==> config.mk <==
export PLATFORM = sky130hd
export DESIGN_NAME = adch_cmd
export DESIGN_NICKNAME = d
export VERILOG_FILES = /design/src/adch_pkg.sv /design/src/adch_cmd.sv /design/src/adch_timer.sv /design/src/adch_ident.sv
export SDC_FILE = /design/constraint.sdc
export NUM_CORES = 1
export LEC_CHECK = 0
export BUFFER_PORTS_ARGS = -buffer_cell sky130_fd_sc_hd__buf_2
export CORE_ASPECT_RATIO = 1.75
export CORE_MARGIN = 4
export CORE_UTILIZATION = 54
export CTS_CLUSTER_SIZE = 25
export DETAILED_ROUTE_END_ITERATION = 12
export PLACE_DENSITY = 0.8
export SYNTH_ARGS = -nofsm -noshare
export SYNTH_HDL_FRONTEND = slang
export SYNTH_SLANG_ARGS = --single-unit
==> constraint.sdc <==
create_clock -name ref_clk -period 2.9 [get_ports ref_clk]
set_input_delay 0.58 -clock ref_clk [delete_from_list [all_inputs] [get_ports ref_clk]]
set_output_delay 0.58 -clock ref_clk [all_outputs]
set_load 0.02 [all_outputs]
==> src/adch_pkg.sv <==
package adch_pkg;

    // ------------------------------------------------------------------
    // Clock and timing
    // ------------------------------------------------------------------
    localparam int unsigned CLK_HZ          = 10_000_000;
    localparam int unsigned DIAG_WAIT_S     = 6;
    localparam int unsigned DIAG_WAIT_CYC   = DIAG_WAIT_S * CLK_HZ;
    localparam int unsigned PASSED_DIAGNOSTIC_N_MAX_S     = 5;
    localparam int unsigned PASSED_DIAGNOSTIC_N_MAX_CYC   = PASSED_DIAGNOSTIC_N_MAX_S * CLK_HZ;
    localparam int unsigned RESET_TIME_US   = 10;
    localparam int unsigned RESET_CYC       =
        (RESET_TIME_US * (CLK_HZ / 1_000_000) < 1) ? 1 :
        RESET_TIME_US * (CLK_HZ / 1_000_000);

    // ------------------------------------------------------------------
    // Opcodes and register fields
    // ------------------------------------------------------------------
    localparam logic [7:0] OP_PACKET    = 8'ha0;
    localparam logic [7:0] OP_DEV_RESET = 8'h80;
    localparam logic [7:0] OP_PWR_A     = 8'h98;
    localparam logic [7:0] OP_PWR_B     = 8'he5;
    localparam logic [7:0] OP_DIAG      = 8'h90;
    localparam int unsigned DRV_BIT     = 4;

    // ------------------------------------------------------------------
    // Diagnostic and power mode codes
    // ------------------------------------------------------------------
    localparam logic [7:0] DIAG_OK      = 8'h01;
    localparam logic [7:0] DIAG_DEV1_NG = 8'h80;
    localparam logic [7:0] PWR_CODE_SBY = 8'h00;
    localparam logic [7:0] PWR_CODE_RUN = 8'hff;
    localparam logic [2:0] PM_STANDBY   = 3'h0;
    localparam logic [2:0] PM_ENT_SBY   = 3'h1;
    localparam logic [2:0] PM_RET_SBY   = 3'h2;
    localparam logic [2:0] PM_IDLE      = 3'h3;
    localparam logic [2:0] PM_ACTIVE    = 3'h4;

    // ------------------------------------------------------------------
    // Identify words
    // ------------------------------------------------------------------
    localparam logic [7:0]  W84        = 8'h54;
    localparam logic [7:0]  W85        = 8'h55;
    localparam logic [7:0]  W86        = 8'h56;
    localparam logic [7:0]  W87        = 8'h57;
    localparam logic [7:0]  W127       = 8'h7f;
    localparam logic [15:0] W84_VAL    = 16'h4000;
    localparam logic [15:0] W86_VAL    = 16'h0000;
    localparam logic [15:0] W87_VAL    = 16'h4000;
    localparam logic [15:0] W85_FIXED  = 16'h4218;
    localparam int unsigned W85_SVC    = 8;
    localparam int unsigned W85_REL    = 7;
    localparam int unsigned W85_RA     = 6;
    localparam int unsigned W85_WC     = 5;
    localparam logic [15:0] W127_FIXED = 16'h0001;
    localparam int unsigned W127_WP    = 8;

    typedef enum logic [2:0] {
        ST_IDLE,
        ST_RESET,
        ST_PWR,
        ST_DIAG_DONE,
        ST_DIAG_WAIT
    } adch_state_t;

endpackage : adch_pkg

==> src/adch_cmd.sv <==
`timescale 1ns/10ps
`default_nettype none
// Behaviour
// - Words 84, 87 read 4000h; 86 reads 0000h.
// - Word 85 support flags fixed as listed.
// - Word 85 enable bits follow current settings.
// - Word 127 bit 8 shows write protect.
// - Word 127 low bits 01; others zero.
// - Opcode A0h accepts packet when drive selected.
// - Opcode 80h sets busy and pulses internal reset in the same cycle.
// - Reset end clears busy, no interrupt.
// - Opcodes 98h, E5h load power code.
// - Standby states 00h; idle, active FFh.
// - Sleep mode ignores all commands.
// - Diagnostic runs regardless of drive select.
// - Device 0 alone reports 01h.
// - Device 0 waits six seconds for pass.
// - Device 1 timeout ORs 80h into code.
// - Device 1 failure sets check bit.
// - Device 1 asserts pass, reports 01h.
// - Diagnostic codes 01h and 81h only.
module adch_cmd #(
    parameter int unsigned DIAG_WAIT_CYCLES = adch_pkg::DIAG_WAIT_CYC,
    parameter int unsigned RESET_CYCLES     = adch_pkg::RESET_CYC
) (
    input  wire logic        ref_clk,
    input  wire logic        rst,
    input  wire logic        cmd_wr,
    input  wire logic [7:0]  command_reg,
    input  wire logic [7:0]  drive_head_reg,
    input  wire logic        status_rd,
    input  wire logic        is_device1,
    input  wire logic        device1_present,
    input  wire logic        sleep_mode,
    input  wire logic [2:0]  power_state,
    input  wire logic        passed_diagnostic_n_in,
    input  wire logic [7:0]  ident_addr,
    input  wire logic        write_protect,
    input  wire logic        svc_int_en,
    input  wire logic        rel_int_en,
    input  wire logic        read_ahead_en,
    input  wire logic        write_cache_en,
    output logic             passed_diagnostic_n_out,
    output logic             passed_diagnostic_n_oe,
    output logic             busy,
    output logic             check,
    output logic             intrq,
    output logic      [7:0]  error_reg,
    output logic      [7:0]  sector_count_reg,
    output logic             packet_accept,
    output logic             reset_pulse,
    output logic      [15:0] ident_data
);

    typedef struct packed {
        adch_pkg::adch_state_t st;
        logic                  bsy;
        logic                  chk;
        logic                  irq;
        logic [7:0]            err;
        logic [7:0]            sc;
        logic                  passed_diagnostic_n;
        logic                  pkt;
        logic                  rst_p;
    } adch_regs_t;

    adch_regs_t s_r;
    adch_regs_t s_nxt;
    logic       selected;
    logic       accept;
    logic       tmr_load;
    logic       tmr_abort;
    logic [31:0] tmr_val;
    logic       tmr_expired;
    logic [7:0] pwr_code;

    // ------------------------------------------------------------------
    // Command acceptance
    // ------------------------------------------------------------------
    assign selected = drive_head_reg[adch_pkg::DRV_BIT] == is_device1;
    assign accept = cmd_wr && !sleep_mode && !s_r.bsy
        && s_r.st == adch_pkg::ST_IDLE;

    always_comb begin
        if (power_state == adch_pkg::PM_IDLE
            || power_state == adch_pkg::PM_ACTIVE) begin
            pwr_code = adch_pkg::PWR_CODE_RUN;
        end else begin
            pwr_code = adch_pkg::PWR_CODE_SBY;
        end
    end

    // ------------------------------------------------------------------
    // Main sequencer
    // ------------------------------------------------------------------
    always_comb begin
        s_nxt = s_r;
        s_nxt.pkt = 1'b0;
        s_nxt.rst_p = 1'b0;
        tmr_load = 1'b0;
        tmr_abort = 1'b0;
        tmr_val = 32'h0000_0000;
        if (status_rd) begin
            s_nxt.irq = 1'b0;
        end
        case (s_r.st)
            adch_pkg::ST_IDLE: begin
                if (accept) begin
                    if (command_reg == adch_pkg::OP_DIAG) begin
                        s_nxt.bsy = 1'b1;
                        s_nxt.chk = 1'b0;
                        s_nxt.irq = 1'b0;
                        s_nxt.passed_diagnostic_n = is_device1;
                        if (!is_device1 && device1_present) begin
                            s_nxt.st = adch_pkg::ST_DIAG_WAIT;
                            tmr_load = 1'b1;
                            tmr_val = DIAG_WAIT_CYCLES;
                        end else begin
                            s_nxt.st = adch_pkg::ST_DIAG_DONE;
                        end
                    end else if (selected
                        && command_reg == adch_pkg::OP_DEV_RESET) begin
                        s_nxt.bsy = 1'b1;
                        s_nxt.irq = 1'b0;
                        s_nxt.rst_p = 1'b1;
                        s_nxt.st = adch_pkg::ST_RESET;
                        tmr_load = 1'b1;
                        tmr_val = RESET_CYCLES;
                    end else if (selected
                        && (command_reg == adch_pkg::OP_PWR_A
                        || command_reg == adch_pkg::OP_PWR_B)) begin
                        s_nxt.bsy = 1'b1;
                        s_nxt.irq = 1'b0;
                        s_nxt.st = adch_pkg::ST_PWR;
                    end else if (selected
                        && command_reg == adch_pkg::OP_PACKET) begin
                        s_nxt.pkt = 1'b1;
                        s_nxt.irq = 1'b0;
                    end
                end
            end
            adch_pkg::ST_RESET: begin
                if (tmr_expired) begin
                    s_nxt.bsy = 1'b0;
                    s_nxt.chk = 1'b0;
                    s_nxt.passed_diagnostic_n = 1'b0;
                    s_nxt.st = adch_pkg::ST_IDLE;
                end
            end
            adch_pkg::ST_PWR: begin
                s_nxt.sc = pwr_code;
                s_nxt.bsy = 1'b0;
                s_nxt.irq = 1'b1;
                s_nxt.st = adch_pkg::ST_IDLE;
            end
            adch_pkg::ST_DIAG_DONE: begin
                s_nxt.err = adch_pkg::DIAG_OK;
                s_nxt.bsy = 1'b0;
                s_nxt.irq = 1'b1;
                s_nxt.st = adch_pkg::ST_IDLE;
            end
            adch_pkg::ST_DIAG_WAIT: begin
                if (!passed_diagnostic_n_in) begin
                    tmr_abort = 1'b1;
                    s_nxt.err = adch_pkg::DIAG_OK;
                    s_nxt.bsy = 1'b0;
                    s_nxt.irq = 1'b1;
                    s_nxt.st = adch_pkg::ST_IDLE;
                end else if (tmr_expired) begin
                    s_nxt.err = adch_pkg::DIAG_OK
                        | adch_pkg::DIAG_DEV1_NG;
                    s_nxt.chk = 1'b1;
                    s_nxt.bsy = 1'b0;
                    s_nxt.irq = 1'b1;
                    s_nxt.st = adch_pkg::ST_IDLE;
                end
            end
            default: begin
                s_nxt.st = adch_pkg::ST_IDLE;
            end
        endcase
    end

    always_ff @(posedge ref_clk or posedge rst) begin
        if (rst) begin
            s_r.st    <= adch_pkg::ST_IDLE;
            s_r.bsy   <= 1'b0;
            s_r.chk   <= 1'b0;
            s_r.irq   <= 1'b0;
            s_r.err   <= adch_pkg::DIAG_OK;
            s_r.sc    <= 8'h00;
            s_r.passed_diagnostic_n <= 1'b0;
            s_r.pkt   <= 1'b0;
            s_r.rst_p <= 1'b0;
        end else begin
            s_r <= s_nxt;
        end
    end

    // ------------------------------------------------------------------
    // Helpers
    // ------------------------------------------------------------------
    adch_timer u_timer (
        .ref_clk  (ref_clk),
        .rst      (rst),
        .load     (tmr_load),
        .abort    (tmr_abort),
        .load_val (tmr_val),
        .expired  (tmr_expired)
    );

    adch_ident u_ident (
        .ref_clk        (ref_clk),
        .rst            (rst),
        .word_addr      (ident_addr),
        .write_protect  (write_protect),
        .svc_int_en     (svc_int_en),
        .rel_int_en     (rel_int_en),
        .read_ahead_en  (read_ahead_en),
        .write_cache_en (write_cache_en),
        .word_data      (ident_data)
    );

    // ------------------------------------------------------------------
    // Outputs
    // ------------------------------------------------------------------
    assign passed_diagnostic_n_out = 1'b0;
    assign passed_diagnostic_n_oe  = s_r.passed_diagnostic_n;
    assign busy             = s_r.bsy;
    assign check            = s_r.chk;
    assign intrq            = s_r.irq;
    assign error_reg        = s_r.err;
    assign sector_count_reg = s_r.sc;
    assign packet_accept    = s_r.pkt;
    assign reset_pulse      = s_r.rst_p;

    // ------------------------------------------------------------------
    // Checks
    // ------------------------------------------------------------------
    a_reset_busy_set: assert property (@(posedge ref_clk)
        disable iff (rst)
        accept && selected && command_reg == adch_pkg::OP_DEV_RESET
            |=> busy && reset_pulse)
        else $error("device reset did not raise busy");

    a_reset_end_quiet: assert property (@(posedge ref_clk)
        disable iff (rst)
        s_r.st == adch_pkg::ST_RESET && tmr_expired
            |=> !busy && !intrq)
        else $error("reset end wrong busy or interrupt");

    a_power_code: assert property (@(posedge ref_clk)
        disable iff (rst)
        s_r.st == adch_pkg::ST_PWR |=>
            sector_count_reg == (($past(power_state) == adch_pkg::PM_IDLE
            || $past(power_state) == adch_pkg::PM_ACTIVE) ? 8'hff : 8'h00)
            && !busy)
        else $error("power mode code wrong");

    a_power_query: assert property (@(posedge ref_clk)
        disable iff (rst)
        accept && selected && command_reg == adch_pkg::OP_PWR_B
            |=> busy ##1 !busy && intrq)
        else $error("power query not answered in two cycles");

    a_sleep_ignore: assert property (@(posedge ref_clk)
        disable iff (rst)
        sleep_mode && !busy && !status_rd |=> !busy && !packet_accept)
        else $error("command accepted in sleep");

    a_packet_accept: assert property (@(posedge ref_clk)
        disable iff (rst)
        packet_accept |-> $past(cmd_wr) && $past(command_reg) == 8'ha0
            && $past(drive_head_reg[4]) == $past(is_device1))
        else $error("packet accepted without selected write");

    a_diag_alone: assert property (@(posedge ref_clk)
        disable iff (rst)
        accept && command_reg == adch_pkg::OP_DIAG && !is_device1
            && !device1_present |=> busy ##1 error_reg == 8'h01 && !check)
        else $error("lone device 0 diagnostic wrong");

    a_dev1_pass: assert property (@(posedge ref_clk)
        disable iff (rst)
        accept && command_reg == adch_pkg::OP_DIAG && is_device1
            |=> passed_diagnostic_n_oe ##1 error_reg == 8'h01 && !busy)
        else $error("device 1 diagnostic wrong");

    a_dev1_fail: assert property (@(posedge ref_clk)
        disable iff (rst)
        s_r.st == adch_pkg::ST_DIAG_WAIT && passed_diagnostic_n_in
            && tmr_expired |=> error_reg == 8'h81 && check && !busy)
        else $error("device 1 failure not reported");

    a_diag_any_drv: assert property (@(posedge ref_clk)
        disable iff (rst)
        accept && command_reg == adch_pkg::OP_DIAG |=> busy
            && s_r.st != adch_pkg::ST_IDLE)
        else $error("diagnostic refused for drive select");

    a_busy_held: assert property (@(posedge ref_clk)
        disable iff (rst) s_r.st != adch_pkg::ST_IDLE |-> busy)
        else $error("busy dropped before result");

    a_power_query_a: assert property (@(posedge ref_clk)
        disable iff (rst)
        accept && selected && command_reg == adch_pkg::OP_PWR_A
            |=> busy ##1 !busy && intrq)
        else $error("power query 98h not answered");

    a_dev0_pass_seen: assert property (@(posedge ref_clk)
        disable iff (rst)
        s_r.st == adch_pkg::ST_DIAG_WAIT && !passed_diagnostic_n_in
            |=> error_reg == 8'h01 && !check && !busy)
        else $error("device 1 pass not honoured");

    a_dev0_listens: assert property (@(posedge ref_clk)
        disable iff (rst)
        s_r.st == adch_pkg::ST_DIAG_WAIT |-> !passed_diagnostic_n_oe)
        else $error("device 0 drives pass line");

    a_check_fail_code: assert property (@(posedge ref_clk)
        disable iff (rst) $rose(check) |-> error_reg[7])
        else $error("check set without device 1 failure");

    a_reset_irq_quiet: assert property (@(posedge ref_clk)
        disable iff (rst) s_r.st == adch_pkg::ST_RESET |-> !intrq)
        else $error("interrupt during device reset");

    a_busy_refuses: assert property (@(posedge ref_clk)
        disable iff (rst) cmd_wr && busy
            |=> !packet_accept && !reset_pulse)
        else $error("command taken while busy");

    a_sleep_no_pulse: assert property (@(posedge ref_clk)
        disable iff (rst) cmd_wr && sleep_mode
            |=> !packet_accept && !reset_pulse)
        else $error("command taken in sleep");

    a_unselected_quiet: assert property (@(posedge ref_clk)
        disable iff (rst)
        cmd_wr && !busy && !selected && command_reg != adch_pkg::OP_DIAG
            |=> !busy && !packet_accept && !reset_pulse)
        else $error("unselected command taken");

    a_packet_idle: assert property (@(posedge ref_clk)
        disable iff (rst) packet_accept |-> !busy)
        else $error("packet accepted while busy");

endmodule : adch_cmd
`default_nettype wire

==> src/adch_timer.sv <==
`timescale 1ns/10ps
`default_nettype none
module adch_timer (
    input  wire logic        ref_clk,
    input  wire logic        rst,
    input  wire logic        load,
    input  wire logic        abort,
    input  wire logic [31:0] load_val,
    output logic             expired
);

    typedef struct packed {
        logic [31:0] cnt;
        logic        run;
        logic        expired;
    } adch_tmr_t;

    adch_tmr_t s_r;
    adch_tmr_t s_nxt;

    // ------------------------------------------------------------------
    // Countdown: expired pulses load_val edges after the load edge.
    // ------------------------------------------------------------------
    always_comb begin
        s_nxt = s_r;
        s_nxt.expired = 1'b0;
        if (load) begin
            s_nxt.cnt = load_val;
            s_nxt.run = 1'b1;
        end else if (abort) begin
            s_nxt.run = 1'b0;
        end else if (s_r.run) begin
            if (s_r.cnt <= 32'h0000_0001) begin
                s_nxt.run = 1'b0;
                s_nxt.expired = 1'b1;
            end else begin
                s_nxt.cnt = s_r.cnt - 32'h0000_0001;
            end
        end
    end

    always_ff @(posedge ref_clk or posedge rst) begin
        if (rst) begin
            s_r <= '0;
        end else begin
            s_r <= s_nxt;
        end
    end

    assign expired = s_r.expired;

endmodule : adch_timer
`default_nettype wire

==> src/adch_ident.sv <==
`timescale 1ns/10ps
`default_nettype none
module adch_ident (
    input  wire logic        ref_clk,
    input  wire logic        rst,
    input  wire logic [7:0]  word_addr,
    input  wire logic        write_protect,
    input  wire logic        svc_int_en,
    input  wire logic        rel_int_en,
    input  wire logic        read_ahead_en,
    input  wire logic        write_cache_en,
    output logic      [15:0] word_data
);

    typedef struct packed {
        logic [15:0] data;
    } adch_id_t;

    adch_id_t s_r;
    adch_id_t s_nxt;

    always_comb begin
        s_nxt = s_r;
        if (word_addr == adch_pkg::W84) begin
            s_nxt.data = adch_pkg::W84_VAL;
        end else if (word_addr == adch_pkg::W86) begin
            s_nxt.data = adch_pkg::W86_VAL;
        end else if (word_addr == adch_pkg::W87) begin
            s_nxt.data = adch_pkg::W87_VAL;
        end else if (word_addr == adch_pkg::W85) begin
            s_nxt.data = adch_pkg::W85_FIXED;
            s_nxt.data[adch_pkg::W85_SVC] = svc_int_en;
            s_nxt.data[adch_pkg::W85_REL] = rel_int_en;
            s_nxt.data[adch_pkg::W85_RA] = read_ahead_en;
            s_nxt.data[adch_pkg::W85_WC] = write_cache_en;
        end else if (word_addr == adch_pkg::W127) begin
            s_nxt.data = adch_pkg::W127_FIXED;
            s_nxt.data[adch_pkg::W127_WP] = write_protect;
        end else begin
            s_nxt.data = 16'h0000;
        end
    end

    always_ff @(posedge ref_clk or posedge rst) begin
        if (rst) begin
            s_r <= '0;
        end else begin
            s_r <= s_nxt;
        end
    end

    assign word_data = s_r.data;

    a_word85_value: assert property (@(posedge ref_clk)
        disable iff (rst)
        word_addr == adch_pkg::W85 |=> word_data[15:9] == 7'h21
            && word_data[4:0] == 5'h18)
        else $error("word 85 support flags wrong");

    a_word127_wp: assert property (@(posedge ref_clk)
        disable iff (rst)
        word_addr == adch_pkg::W127 |=>
            word_data == {7'h00, $past(write_protect), 8'h01})
        else $error("word 127 value wrong");

endmodule : adch_ident
`default_nettype wire

Yosys cells after proc, flatten, opt, wreduce, memory -nomap -nowiden
Index checks and enable logic that the tools add are counted.

word-level totals
  logic and storage cells = 122
  bits in registers = 75
  output and inout port bits = 39
  bits of input ports = 40

cells by class
  equal/unequal tests = 26
  reductions and logical operators = 25
  magnitude comparators = 1
  mux-type cells = 56
  add/subtract/negate cells = 1

operators with widths
  kind                                                             number
  2-to-1 mux 32 bit                                                5
  2-to-1 mux 16 bit                                                4
  equality test 8 x 7 -> 1 bit, second input constant              5
  equality test 8 bit, second input constant                       5
  2-to-1 mux 34 bit                                                1
  2-to-1 mux 33 bit                                                1
  less-or-equal comparator 32 x 1 -> 1 bit, second input constant  1
  subtractor 32 x 1 -> 32 bit, second input constant               1
  2-to-1 mux 26 bit                                                1
  2-to-1 mux 1 bit                                                 22
  2-to-1 mux 9 bit                                                 2
  2-to-1 mux 4 bit                                                 4
  case mux 8 bit (2 select lines)                                  1
  2-to-1 mux 14 bit                                                1
  equality test 3 x 2 -> 1 bit, second input constant              3
  case mux 3 bit (3 select lines)                                  1
  2-to-1 mux 8 bit                                                 1
  != test 2 bit, second input constant                             4
  AND reduction 4 bit                                              2
  logical AND 1 bit                                                7
  2-to-1 mux 7 bit                                                 1
  equality test 3 bit, second input constant                       2
  2-to-1 mux 2 bit                                                 3
  2-to-1 mux 3 bit                                                 2
  other kinds (21)                                                 29

Longest topological paths before layout
Gate-level depths: netlist of run 1.

  depth after elaboration = 8
  gate-level depth with buffers = 9
  gate-level depth less buffers = 8

Cells and area by module
Synthesis of run 1 repeated with hierarchy kept, for this count alone.

unflattened totals
  cells, all modules = 379
  area, all modules = 3,347.0 um^2

modules (own cells, without submodules)
  module      area each (um^2)  seq. area each (um^2)  cells each  times used
  adch_timer  2,135.8           850.8                  246         1
  adch_cmd    858.3             301.5                  99          1
  adch_ident  352.8             175.2                  34          1

Least setup slack after synthesis of run 1
No wires, ideal clock.

  kind = input port to flip-flop
  from = in command_reg[1]
  to = reg u_timer.s_r[31] (netlist name)
  data arrival time = 2.306 ns
  path slack = 0.517 ns
  setup time = 0.078 ns
  data required time = 2.822 ns
  stages = 6
  buffers on the path = 0
  cell sequence = nor4_4 -> nand2_4 -> a2111oi_4 -> o21ai_4 -> or4_1 -> a21oi_1

on the way
  longest elaborated chain between the ends = 8
  elaborated cells between the ends (all ways) = 12
  classes of those cells = eq/ne (4); mux (5); reduce/logical (3)

ends and longest elaborated chain
  element                                                                      RTL line          text
  start: declaration                                                           adch_cmd.sv:29    input wire logic [7:0] command_reg,
  equality test 8 bit                                                          adch_cmd.sv:122   && command_reg == adch_pkg::OP_DEV_RESET) begin
  logical AND 1 bit                                                            adch_cmd.sv:122
  2-to-1 mux 1 bit                                                             adch_cmd.sv:121   end else if (selected
  2-to-1 mux 1 bit *                                                           adch_cmd.sv:109   if (command_reg == adch_pkg::OP_DIAG) begin
  2-to-1 mux 1 bit *                                                           adch_cmd.sv:108   if (accept) begin
  2-to-1 mux 1 bit *                                                           adch_cmd.sv:106   case (s_r.st)
  != test 2 bit (no source line) / nonzero test 2 bit (equally long branches)  -
  AND reduction 3 bit (no source line)                                         -
  end signal: assignment                                                       adch_timer.sv:46  s_r <= s_nxt;
  end: declaration                                                             adch_timer.sv:18  adch_tmr_t s_r;

Every way passes the cells marked *; elsewhere a longest branch is shown, timed or not.
A chain may end at the register's enable or synchronous reset.

Final worst setup path of run 1
  from = reg u_timer.s_r[18] (netlist name)
  to = reg u_timer.s_r[10] (netlist name)

on the way
  longest elaborated chain between the ends = 3

ends and longest elaborated chain
  element                                   RTL line          text
  less-or-equal comparator 32 x 1 -> 1 bit  adch_timer.sv:33  if (s_r.cnt <= 32'h0000_0001) begin
  != test 2 bit (no source line)            -
  AND reduction 3 bit (no source line)      -

No other way between the ends.

==> results of run 1 <==
## kinds of logic (layout without fill, tap and decap cells)
| group | Yosys count | after routing | share of synthesized area |
|---|---|---|---|
| AOI/OAI and AO/OA | 81 | 81 | 0.170 |
| xor gates and xnor gates | 16 | 16 | 0.0428 |
| adders and majority gates | 2 | 2 | 0.00764 |
| buffers and inverters | 53 | 103 | 0.0944 |
| DFF | 53 | 53 | 0.406 |
| muxes | 1 | 1 | 0.00306 |
| other | 1 | 14 | 0.00115 |
| and+or+nand+nor | 159 | 159 | 0.275 |
## worst paths after layout
check,end,slack (ns),depth (start not counted)
worst min register to register,passed_diagnostic_n_oe$_DFFE_PP0P_,0.51,2
min in group ref_clk,u_ident.word_data[5]$_DFF_PP0_,0.46,2
max in group asynchronous,u_timer.s_r[6]$_DFFE_PP0P_,2.04,3
worst max register to register,u_timer.s_r[10]$_DFFE_PP0P_,0.37,7
worst min-delay path,reset_pulse$_DFF_PP0_,0.41,3
worst max-delay path,u_timer.s_r[10]$_DFFE_PP0P_,0.37,7
## cells in the mapped netlist (all sizes together) (2+ instances only)
cell type	n
a22o	4
xnor2	8
a21oi	15
o211ai	5
buf	31
and3	2
or3	5
nor4b	2
xor2	8
or2	4
and2	4
o21ai	27
ha	2
nand4	5
nand4b	3
o22ai	4
o41ai	4
nor2	41
nor3b	5
dfrtp	52
nor3	14
nor4	22
clkbuf	7
nand2b	3
or4	5
inv	15
nand3	8
a31oi	6
nand2	29
o21a	2
a211oi	2
nor2b	4
## worst min-delay path: cells and delay by family
kind                   cells  cell delay, ns
buffers and inverters      3            0.64
## power groups by stage
stage	registers, mW	clock network, mW	logic (mW)
after floorplan	0.767	0	0.0776
after global placement	0.768	0	0.100
after detailed placement	0.768	0	0.104
after CTS	0.754	0.448	0.104
after global routing	0.755	0.488	0.117
final	0.754	0.436	0.103
## cell type report
class	count	share of cell area
Inverter	15	0.0152
Clock buffer	5	0.0185
Tap cell	78	0.0263
Sequential cell	53	0.357
Timing Repair Buffer	80	0.123
Clock inverter	3	0.00573
Multi-Input combinational cell	273	0.454
## per-layer routing
layer	vias up	wire length, um
li1	1410	-
met1	1397	2800
met2	110	4380
met3	34	443
met4	0	416
met5	-	0
==> results by group, run 1 <==
Status
  – Run status: finished, final reports clean

Placed design
  – Placement Setup Slack: 0.314 ns
  – Placed inst area: around 3600 sq um
  – Routability cong.: roughly 0.9
  – Placed cells: between 400 and 500
  – Port Buffers: 57
  – DP Wirelength: slightly above 6000 um

Setup path
  – Slowest stage cell, crit path: o41a_1
  – Critical path class: reg2reg
  – Crit. End Element: flop
  – Worst Path Buf+Inv: 1
  – Critical path data arrival time: around 2.8 ns
  – R2R Path Start: u_timer.s_r[18]$_DFFE_PP0P_
  – Worst Path Required: 3.15 ns
  – Cell Chain, Critical Path: nor4_1 -> nand4_1 -> o41a_1 -> o21ai_4 -> buf_4 -> a21oi_1 -> o22ai_1
  – Crit path launch type: flop
  – CP max stage delay: 0.62 ns
  – Crit path launch: u_timer.s_r[18]$_DFFE_PP0P_
  – Top Family by Delay on Critical Path: compound AO/OA/AOI/OAI gates
  – Worst-path fanout max: 12

Cells and area
  – Max FFs per register: 33
  – Filler cells: 513
  – Fin cells: ~510
  – Nets: between 400 and 500
  – # diodes: 0
  – Final Util: 0.632
  – Share of cells above drive strength 1: 0.254
  – Sequential cell area: between 1000 and 1500 sq um
  – Largest Register: u_timer.s_r
  – Commonest non-fill, non-tap cell in the layout: buf_2
  – Area of the multi-input gates: ~1700 sq um
  – Final Cell Area: between 3000 and 4000 sq um
  – Area Growth Syn to Fin: 13.5%
  – Most frequent cells in the layout: buf_2, dfrtp_1, nor2_1, nand2_1, o21ai_0

Route
  – First-iteration detailed-routing DRC count: around 160
  – Residual DRC: 0
  – Antenna viol nets, final: 0
  – DRT Pass-1 Iters: 4
  – Vias per inst: between 5 and 6
  – Detailed Route WL: roughly 8000 um
  – Total number of vias: ~3000
  – Routed len/inst: roughly 16 um

Timing
  – Setup WS post-layout: 0.367 ns
  – Max-slew violations: 0
  – Measured slew at the worst slew-check pin: about 0.65 ns
  – Setup TNS: 0 ns
  – Unrepaired setup endpoints after global routing: no
  – Final setup vio count: 0
  – Crit share post-route: 0.873
  – Max Clk Rate: a little under 400 MHz
  – Fin crit period: around 2.5 ns
  – Final Hold Viols: 0
  – WHS: between 0.4 and 0.5 ns
  – Max Clock Skew: ~0.013 ns
  – Normalized max-slew margin: 0.570

Clocking
  – Setup bufs post-CTS: 0
  – CTS buffer count: 5
  – CTS max path bufs: 2
  – CTS Hold Buffers Added: 0
  – CTS Sinks: 53
  – CTS tree: built
  – Clock latency at the later pin of the worst-skew pair: about 0.32 ns
  – CTS Root Cell: clkbuf_8
  – Reg clk slew, reported paths: approximately 0.10 ns
  – CTS resizes: 0
  – CTS H-tree lvls: 2

GRT
  – First-pass GRT wire length: 13500 um
  – GRT Residual Overflow: 0
  – Antenna violations before repair: 0
  – GRT busiest layer: met2
  – Number of global-route vias before repair: 2949
  – M1 GR Usage: 0.249
  – Total track usage: 0.234
  – Grt met3 use: 0.0477
  – Largest net degree at the start of global routing: 54
  – Met2 GRT Util: 0.410

Yosys
  – Synthesized instance count: between 300 and 400
  – Sequential area share after synthesis: 0.406
  – #FFs+latches synth: between 50 and 60
  – Number of flops mapped to enable cells by yosys: 0
  – Synth warn: 0
  – Post-synth top area share: 0.398
  – Avg Inst Size Synth: just under 9 sq um
  – Unique cell type count in the Yosys netlist: 61
  – Prevailing post-synth register cell: dfrtp_1
  – FFs w/ async S/R, synth: 1.00
  – Post-synth top area cell: dfrtp_1
  – Synth Cell Area: around 3300 sq um
  – Synth area leaders: dfrtp_1, buf_4, nor2_1, o21ai_0, nand2_1

Power and ir drop
  – Leakage: between 1.5 and 2 nW
  – Net load switching power: between 300 and 400 uW
  – Combinational share of power: 0.080
  – Clock power frac: 0.337
  – Internal power: ~950 uW
  – Reg power frac: 0.583
  – Sw Ratio: 0.263
  – Pwr Total: about 1.3 mW
  – Maximum VDD drop: around 0.00032 V
  – P per Cell Area: about 350 nW/um^2

Floorplanning
  – Rows: 37
  – Die Y: approximately 110 um
  – DIE AREA: 7420 sq um
  – Initial core utilization: 0.557
  – I/O pin count: just under 80
  – Chip width: around 67 um
  – Core region area: between 5000 and 6000 sq um

Hold path
  – Hold WC Path Type: in2async

Job
  – Maxcap violations: 0
Note: power is estimated with default switching activity, not from simulation.
==> run 2: changes to the inputs <==
--- a/config.mk
+++ b/config.mk
@@ -8,10 +8,10 @@
 export BUFFER_PORTS_ARGS = -buffer_cell sky130_fd_sc_hd__buf_2
 export CORE_ASPECT_RATIO = 1.75
 export CORE_MARGIN = 4
-export CORE_UTILIZATION = 54
+export CORE_UTILIZATION = 49
 export CTS_CLUSTER_SIZE = 25
 export DETAILED_ROUTE_END_ITERATION = 12
-export PLACE_DENSITY = 0.8
+export PLACE_DENSITY = 0.77
 export SYNTH_ARGS = -nofsm -noshare
 export SYNTH_HDL_FRONTEND = slang
 export SYNTH_SLANG_ARGS = --single-unit
==> constraint.sdc (replaced) <==
create_clock -name ref_clk -period 2.15 [get_ports ref_clk]
set_input_delay 0.43 -clock ref_clk [delete_from_list [all_inputs] [get_ports ref_clk]]
set_output_delay 0.43 -clock ref_clk [all_outputs]
set_load 0.02 [all_outputs]
==> run 2 against run 1 <==
Against the previous run: the flow now finishes with violations (setup timing); design area increased by 16%; count of clock-buffer cells in the layout rose by 1; core utilization up 2.9 points; clock skew down 0.0061 ns; critical path type unchanged; critical endpoint is now u_timer.s_r[28]$_DFFE_PP0P_; largest cell class unchanged.
==> results by group, run 2 (synthesized netlist as in run 1, its figures left out) <==
Timing
  – Unrepaired setup endpoints after global routing: yes
  – Crit share post-route: 1.05 (+0.181)
  – Normalized max-slew margin: 0.590 (+0.0207)
  – Max-slew violations: 0 (unchanged)
  – Max Clock Skew: 0.00684 ns (-0.00613 ns)
  – Final Hold Viols: 0 (unchanged)
  – Setup WS post-layout: -0.116 ns (-0.483 ns)
  – Setup TNS: -1.40 ns (-1.40 ns)
  – Max Clk Rate: 441 MHz (+12%)
  – Fin crit period: 2.27 ns (-0.267 ns)
  – Measured slew at the worst slew-check pin: 0.614 ns (-0.0319 ns)
  – WHS: 0.201 ns (-0.209 ns)
  – Final setup vio count: 24 (+24)

Floorplanning
  – Initial core utilization: 0.501 (-0.0561)
  – I/O pin count: 79 (unchanged)
  – Rows: 39 (+5.4%)
  – Chip width: 69.8 um (+4.4%)
  – Die Y: 116 um (+4.6%)
  – DIE AREA: 8100 sq um (+9.2%)
  – Core region area: 6540 sq um (+11%)

Setup path
  – Worst Path Required: 2.34 ns (-0.81 ns)
  – Slowest stage cell, crit path: o41a_1
  – Critical path data arrival time: 2.45 ns (-0.33 ns)
  – Worst reg2reg setup slack: -0.12 ns (-0.48 ns)
  – Critical path class: reg2reg
  – Worst-path fanout max: 5 (-7)
  – CP max stage delay: 0.55 ns (-0.07 ns)
  – Cell Chain, Critical Path: nor4_4 -> nand2_1 -> o41a_1 -> buf_4 -> o211ai_1 -> xor2_1 -> nor2_1
  – Crit. End Element: flop
  – Crit path launch type: flop

GRT
  – Total track usage: 0.235 (about the same)
  – Antenna violations before repair: 0 (unchanged)
  – Number of global-route vias before repair: 3422 (+16%)
  – Met2 GRT Util: 0.443 (+0.0330)
  – Grt met3 use: 0.0491 (+0.00143)
  – GRT busiest layer: met2
  – M1 GR Usage: 0.224 (-0.0255)
  – GRT Residual Overflow: 0 (unchanged)
  – Largest net degree at the start of global routing: 28 (-48%)
  – First-pass GRT wire length: 15200 um (+13%)

Cells and area
  – Fin cells: 561 (+11%)
  – Commonest non-fill, non-tap cell in the layout: buf_4
  – # diodes: 0 (unchanged)
  – Max FFs per register: 33 (unchanged)
  – Filler cells: 543 (+5.8%)
  – Final Util: 0.661 (+0.0289)
  – Share of cells above drive strength 1: 0.367 (+0.113)
  – Most frequent cells in the layout: buf_4, buf_2, dfrtp_1, nor2_1, nand2_1
  – Largest Register: u_timer.s_r
  – Nets: 520 (+11%)
  – Area Growth Syn to Fin: 32.0%

Placed design
  – DP Wirelength: 6950 um (+14%)
  – Routability cong.: 0.959 (+4.0%)
  – Placement Setup Slack: -0.128 ns (-0.442 ns)
  – Placed cells: 547 (+9.6%)
  – Port Buffers: 57 (unchanged)

Clocking
  – CTS buffer count: 5 (unchanged)
  – CTS Sinks: 53 (unchanged)
  – CTS Root Cell: clkbuf_16
  – CTS max path bufs: 2 (unchanged)
  – CTS H-tree lvls: 2 (unchanged)
  – Clock latency at the later pin of the worst-skew pair: 0.30 ns (-0.02 ns)
  – CTS tree: built
  – Reg clk slew, reported paths: 0.07 ns (-0.03 ns)
  – CTS Hold Buffers Added: 0 (unchanged)

Status
  – Failing checks: setup timing
  – Run status: complete, but fails checks

Route
  – Residual DRC: 0 (unchanged)
  – DRT Pass-1 Iters: 5 (+1)
  – First-iteration detailed-routing DRC count: 140 (-15%)
  – Vias per inst: 5.81 (-0.16%)
  – Total number of vias: 3260 (+10%)
  – Detailed Route WL: 9090 um (+13%)
  – Routed len/inst: 16.2 um (+2.2%)
  – Antenna viol nets, final: 0 (unchanged)

Power and ir drop
  – Maximum VDD drop: 0.000648 V (+100%)
  – P per Cell Area: 461 nW/um^2 (+32%)
  – Leakage: 1.93 nW (+18%)

Hold path
  – Hold WC Path Type: in2async

Job
  – Maxcap violations: 0 (unchanged)
==> run 2: through the flow <==
step | cell area (sq um) | power, mW
2_1_floorplan | 3390 | 1.14
3_3_place_gp | 4050 | 1.20
3_5_place_dp | 4050 | 1.20
4_1_cts | 4280 | 2.00
5_1_grt | 4320 | 2.07
6_report | 4320 | 1.99
==> run 2: layout make-up <==
type | count | area (sq um) | area share
sequential | 53 | 1330 | 0.308
multi-input combinational | 273 | 1820 | 0.421
tap | 82 | 103 | 0.0237
clock inverter | 2 | 15.0 | 0.00348
clock buffer | 6 | 129 | 0.0298
inverter | 15 | 58.8 | 0.0136
timing repair buffer | 130 | 866 | 0.200
==> run 2: timing repair <==
action	in CTS	in global routing
buffers inserted	5	1
resized for setup	12	12
setup endpoints to repair	25	33
pin swaps	10	7
==> run 2: layer usage <==
metal	up-vias	routed length, um
met5	-	0
li1	1512	-
met4	0	518
met2	146	4950
met3	48	560
met1	1554	3060
==> run 2: final timing paths <==
check                                            start                         endpoint  cells after the start
max                        u_timer.s_r[17]$_DFFE_PP0P_      u_timer.s_r[28]$_DFFE_PP0P_                      7
min                                                rst      u_timer.s_r[22]$_DFFE_PP0P_                      2
max reg2reg                u_timer.s_r[17]$_DFFE_PP0P_      u_timer.s_r[28]$_DFFE_PP0P_                      7
min reg2reg                          check$_DFFE_PP0P_                check$_DFFE_PP0P_                      1
max in group asynchronous                          rst       u_timer.s_r[2]$_DFFE_PP0P_                      3
min in group ref_clk                     ident_addr[1]  u_ident.word_data[14]$_DFF_PP0_                      2
==> run 2: worst max-delay path, delay by kind of cell (launching register included) <==
family	cells	cell delay [ns]
XOR/XNOR	1	0.17
flip-flops	1	0.43
buffers and inverters	1	0.21
AO/OA/AOI/OAI	2	0.75
AND/OR/NAND/NOR	3	0.59
==> run 2: report_power, final <==
group	internal (mW)	total (mW)	switching, mW
Combinational	0.0696	0.174	0.105
Sequential	1.01	1.02	0.00989
Clock	0.432	0.802	0.369
Total	1.51	1.99	0.484
==> run 3: changes to the inputs <==
--- a/config.mk
+++ b/config.mk
@@ -8,10 +8,9 @@
 export BUFFER_PORTS_ARGS = -buffer_cell sky130_fd_sc_hd__buf_2
 export CORE_ASPECT_RATIO = 1.75
 export CORE_MARGIN = 4
-export CORE_UTILIZATION = 49
+export CORE_UTILIZATION = 35
 export CTS_CLUSTER_SIZE = 25
 export DETAILED_ROUTE_END_ITERATION = 12
-export PLACE_DENSITY = 0.77
 export SYNTH_ARGS = -nofsm -noshare
 export SYNTH_HDL_FRONTEND = slang
 export SYNTH_SLANG_ARGS = --single-unit
==> run 3 against run 2 <==
Against the previous run: the run still ends with setup timing left; core utilization down 18 points; count of clock-buffer cells in the layout increased by 1; non-clock buffer count decreased by 1; design area rose by 0.96%; combinational power about the same; via count is 3.8% lower.
==> results by group, run 3 (synthesized netlist as in run 1, its figures left out) <==
Power and ir drop
  – Reg power frac: 0.477 (-0.033)
  – Pwr Total: 2.13 mW (+6.7%)
  – Combinational share of power: 0.080 (-0.008)
  – Clock power frac: 0.442 (+0.040)
  – Leakage: 1.95 nW (+1.1%)
  – Net load switching power: 468 uW (-3.2%)
  – Maximum VDD drop: 0.000357 V (-45%)
  – Internal power: 1.66 mW (+9.9%)
  – P per Cell Area: 487 nW/um^2 (+5.7%)
  – Sw Ratio: 0.220 (-0.0225)

Route
  – Antenna viol nets, final: 0 (unchanged)
  – First-iteration detailed-routing DRC count: 176 (+26%)
  – Routed len/inst: 15.0 um (-7.3%)
  – Vias per inst: 5.24 (-9.8%)
  – Residual DRC: 0 (unchanged)
  – Total number of vias: 3135 (-3.8%)
  – DRT Pass-1 Iters: 4 (-1)
  – Detailed Route WL: 8980 um (-1.2%)

Timing
  – Measured slew at the worst slew-check pin: 0.491 ns (-0.123 ns)
  – Setup WS post-layout: -0.0523 ns (+0.0636 ns)
  – Final setup vio count: 15 (-38%)
  – Final Hold Viols: 0 (unchanged)
  – Max-slew violations: 0 (unchanged)
  – Normalized max-slew margin: 0.670 (+0.0801)
  – Fin crit period: 2.20 ns (-0.0636 ns)
  – Max Clk Rate: 454 MHz (+2.9%)
  – Max Clock Skew: 0.00637 ns (-0.000469 ns)
  – Unrepaired setup endpoints after global routing: yes
  – WHS: 0.177 ns (-0.0245 ns)
  – Crit share post-route: 1.02 (-0.0296)

Placed design
  – Placed inst area: 4100 sq um (+1.2%)
  – Placed cells: 587 (+7.3%)
  – DP Wirelength: 7000 um (+0.62%)
  – Port Buffers: 57 (unchanged)
  – Routability cong.: 0.864 (-9.9%)

Cells and area
  – Max FFs per register: 33 (unchanged)
  – Area Growth Syn to Fin: 33.3%
  – Most frequent cells in the layout: buf_4, buf_2, dfrtp_1, nor2_1, nand2_1
  – Final Cell Area: 4360 sq um (+0.96%)
  – Filler cells: 889 (+64%)
  – Largest Register: u_timer.s_r
  – Share of cells above drive strength 1: 0.354 (-0.0139)
  – Nets: 519 (-0.19%)
  – Fin cells: 598 (+6.6%)
  – # diodes: 0 (unchanged)
  – Commonest non-fill, non-tap cell in the layout: buf_4

Hold path
  – Hold WC Path Type: in2async

Clocking
  – CTS buffer count: 5 (unchanged)
  – CTS Hold Buffers Added: 0 (unchanged)
  – Reg clk slew, reported paths: 0.07 ns (about the same)
  – Clock latency at the later pin of the worst-skew pair: 0.29 ns (about the same)
  – CTS H-tree lvls: 2 (unchanged)
  – CTS max path bufs: 2 (unchanged)
  – CTS Root Cell: clkbuf_16
  – CTS tree: built
  – CTS Sinks: 53 (unchanged)

Setup path
  – Worst Path Required: 2.33 ns (about the same)
  – Worst Path Buf+Inv: 1 (unchanged)
  – Crit path launch type: flop
  – Critical path data arrival time: 2.38 ns (-0.07 ns)
  – CP max stage delay: 0.52 ns (-0.03 ns)
  – R2R Path Start: u_timer.s_r[11]$_DFFE_PP0P_
  – Worst-path fanout max: 5 (unchanged)
  – Slowest stage cell, crit path: o41a_1
  – Crit. End Element: flop
  – Top Family by Delay on Critical Path: compound AO/OA/AOI/OAI gates
  – Cell Chain, Critical Path: nor4_4 -> nand2_1 -> o41a_1 -> buf_4 -> o211ai_1 -> xor2_1 -> nor2_1
  – Critical path class: reg2reg
  – Crit path launch: u_timer.s_r[11]$_DFFE_PP0P_

GRT
  – Number of global-route vias before repair: 3159 (-7.7%)
  – Antenna violations before repair: 0 (unchanged)
  – First-pass GRT wire length: 14400 um (-5.4%)
  – Largest net degree at the start of global routing: 54 (+93%)
  – Total track usage: 0.169 (-0.0659)
  – GRT Residual Overflow: 0 (unchanged)

Floorplanning
  – Chip width: 81.1 um (+16%)
  – DIE AREA: 11000 sq um (+36%)
  – I/O pin count: 79 (unchanged)
  – Die Y: 136 um (+17%)
  – Initial core utilization: 0.360 (-0.141)
  – Core region area: 9090 sq um (+39%)
  – Rows: 46 (+18%)

Job
  – Maxcap violations: 0 (unchanged)

Status
  – Run status: complete, but fails checks
  – Failing checks: setup timing
run 3: cell types whose count changed in the layout (fill, tap and decap cells not counted), sizes merged:
cell	previous run	this run
buf	130	129
bufinv	0	1
clkinvlp	2	0
clkbuf	6	7
run 3: per-layer routing:
metal	vias to the layer above	wire length [um]	global-route usage
li1	1517	-	-
met1	1471	3160	0.165
met2	122	5040	0.329
met3	25	479	0.0252
met4	0	305	0.0827
met5	-	0	0
run 3: worst paths after layout:
path	end	slack [ns]	depth (start not counted)
worst max-delay path	u_timer.s_r[28]$_DFFE_PP0P_	-0.05	7
worst min-delay path	reset_pulse$_DFF_PP0_	0.18	3
worst max register to register	u_timer.s_r[28]$_DFFE_PP0P_	-0.05	7
worst min register to register	passed_diagnostic_n_oe$_DFFE_PP0P_	0.48	2
max in group asynchronous	error_reg[0]$_DFFE_PP1P_	1.68	3
min in group ref_clk	u_ident.word_data[6]$_DFF_PP0_	0.34	2
run 3: repair_timing:
item	4_1_cts	5_1_grt
endpoints found under the setup margin	24	31
gates resized for setup	12	6
pin swaps	6	6
buffers inserted	3	0
hold endpoints to repair	0	0
gates cloned	0	0
run 3: power by group through the flow:
stage               sequential [mW]  clock (mW)  combinational [mW]
floorplan                      1.04           0               0.107
global placement               1.03           0               0.166
detailed placement             1.03           0               0.170
CTS                            1.02       0.965               0.172
global route                   1.02        1.00               0.190
finish                         1.02       0.940               0.171
run 3: area by class of cell:
class / count / area (sq um) / share of cell area
repair buffers: 129 / 842 / 0.193
multi-input cells: 273 / 1810 / 0.415
inverters: 15 / 58.8 / 0.0135
well taps: 120 / 150 / 0.0344
clock buffers: 7 / 143 / 0.0327
flip-flops and latches: 53 / 1330 / 0.305
clock inverters: 1 / 30.0 / 0.00688
run 3: tightest hold or removal path, stage by stage:
cell and delay, ns:
buf_2 0.10, inv_2 0.06, buf_12 0.27
run 3: per-stage QoR:
stage / TNS, ns / worst slack [ns] / util
global route: -2.42 / -0.143 / 0.480
detailed placement: -1.88 / -0.149 / 0.450
finish: -0.435 / -0.0523 / 0.480
global placement: -1.52 / -0.110 / 0.450
floorplan: 0 / 0.00492 / -
CTS: -0.965 / -0.0781 / 0.477
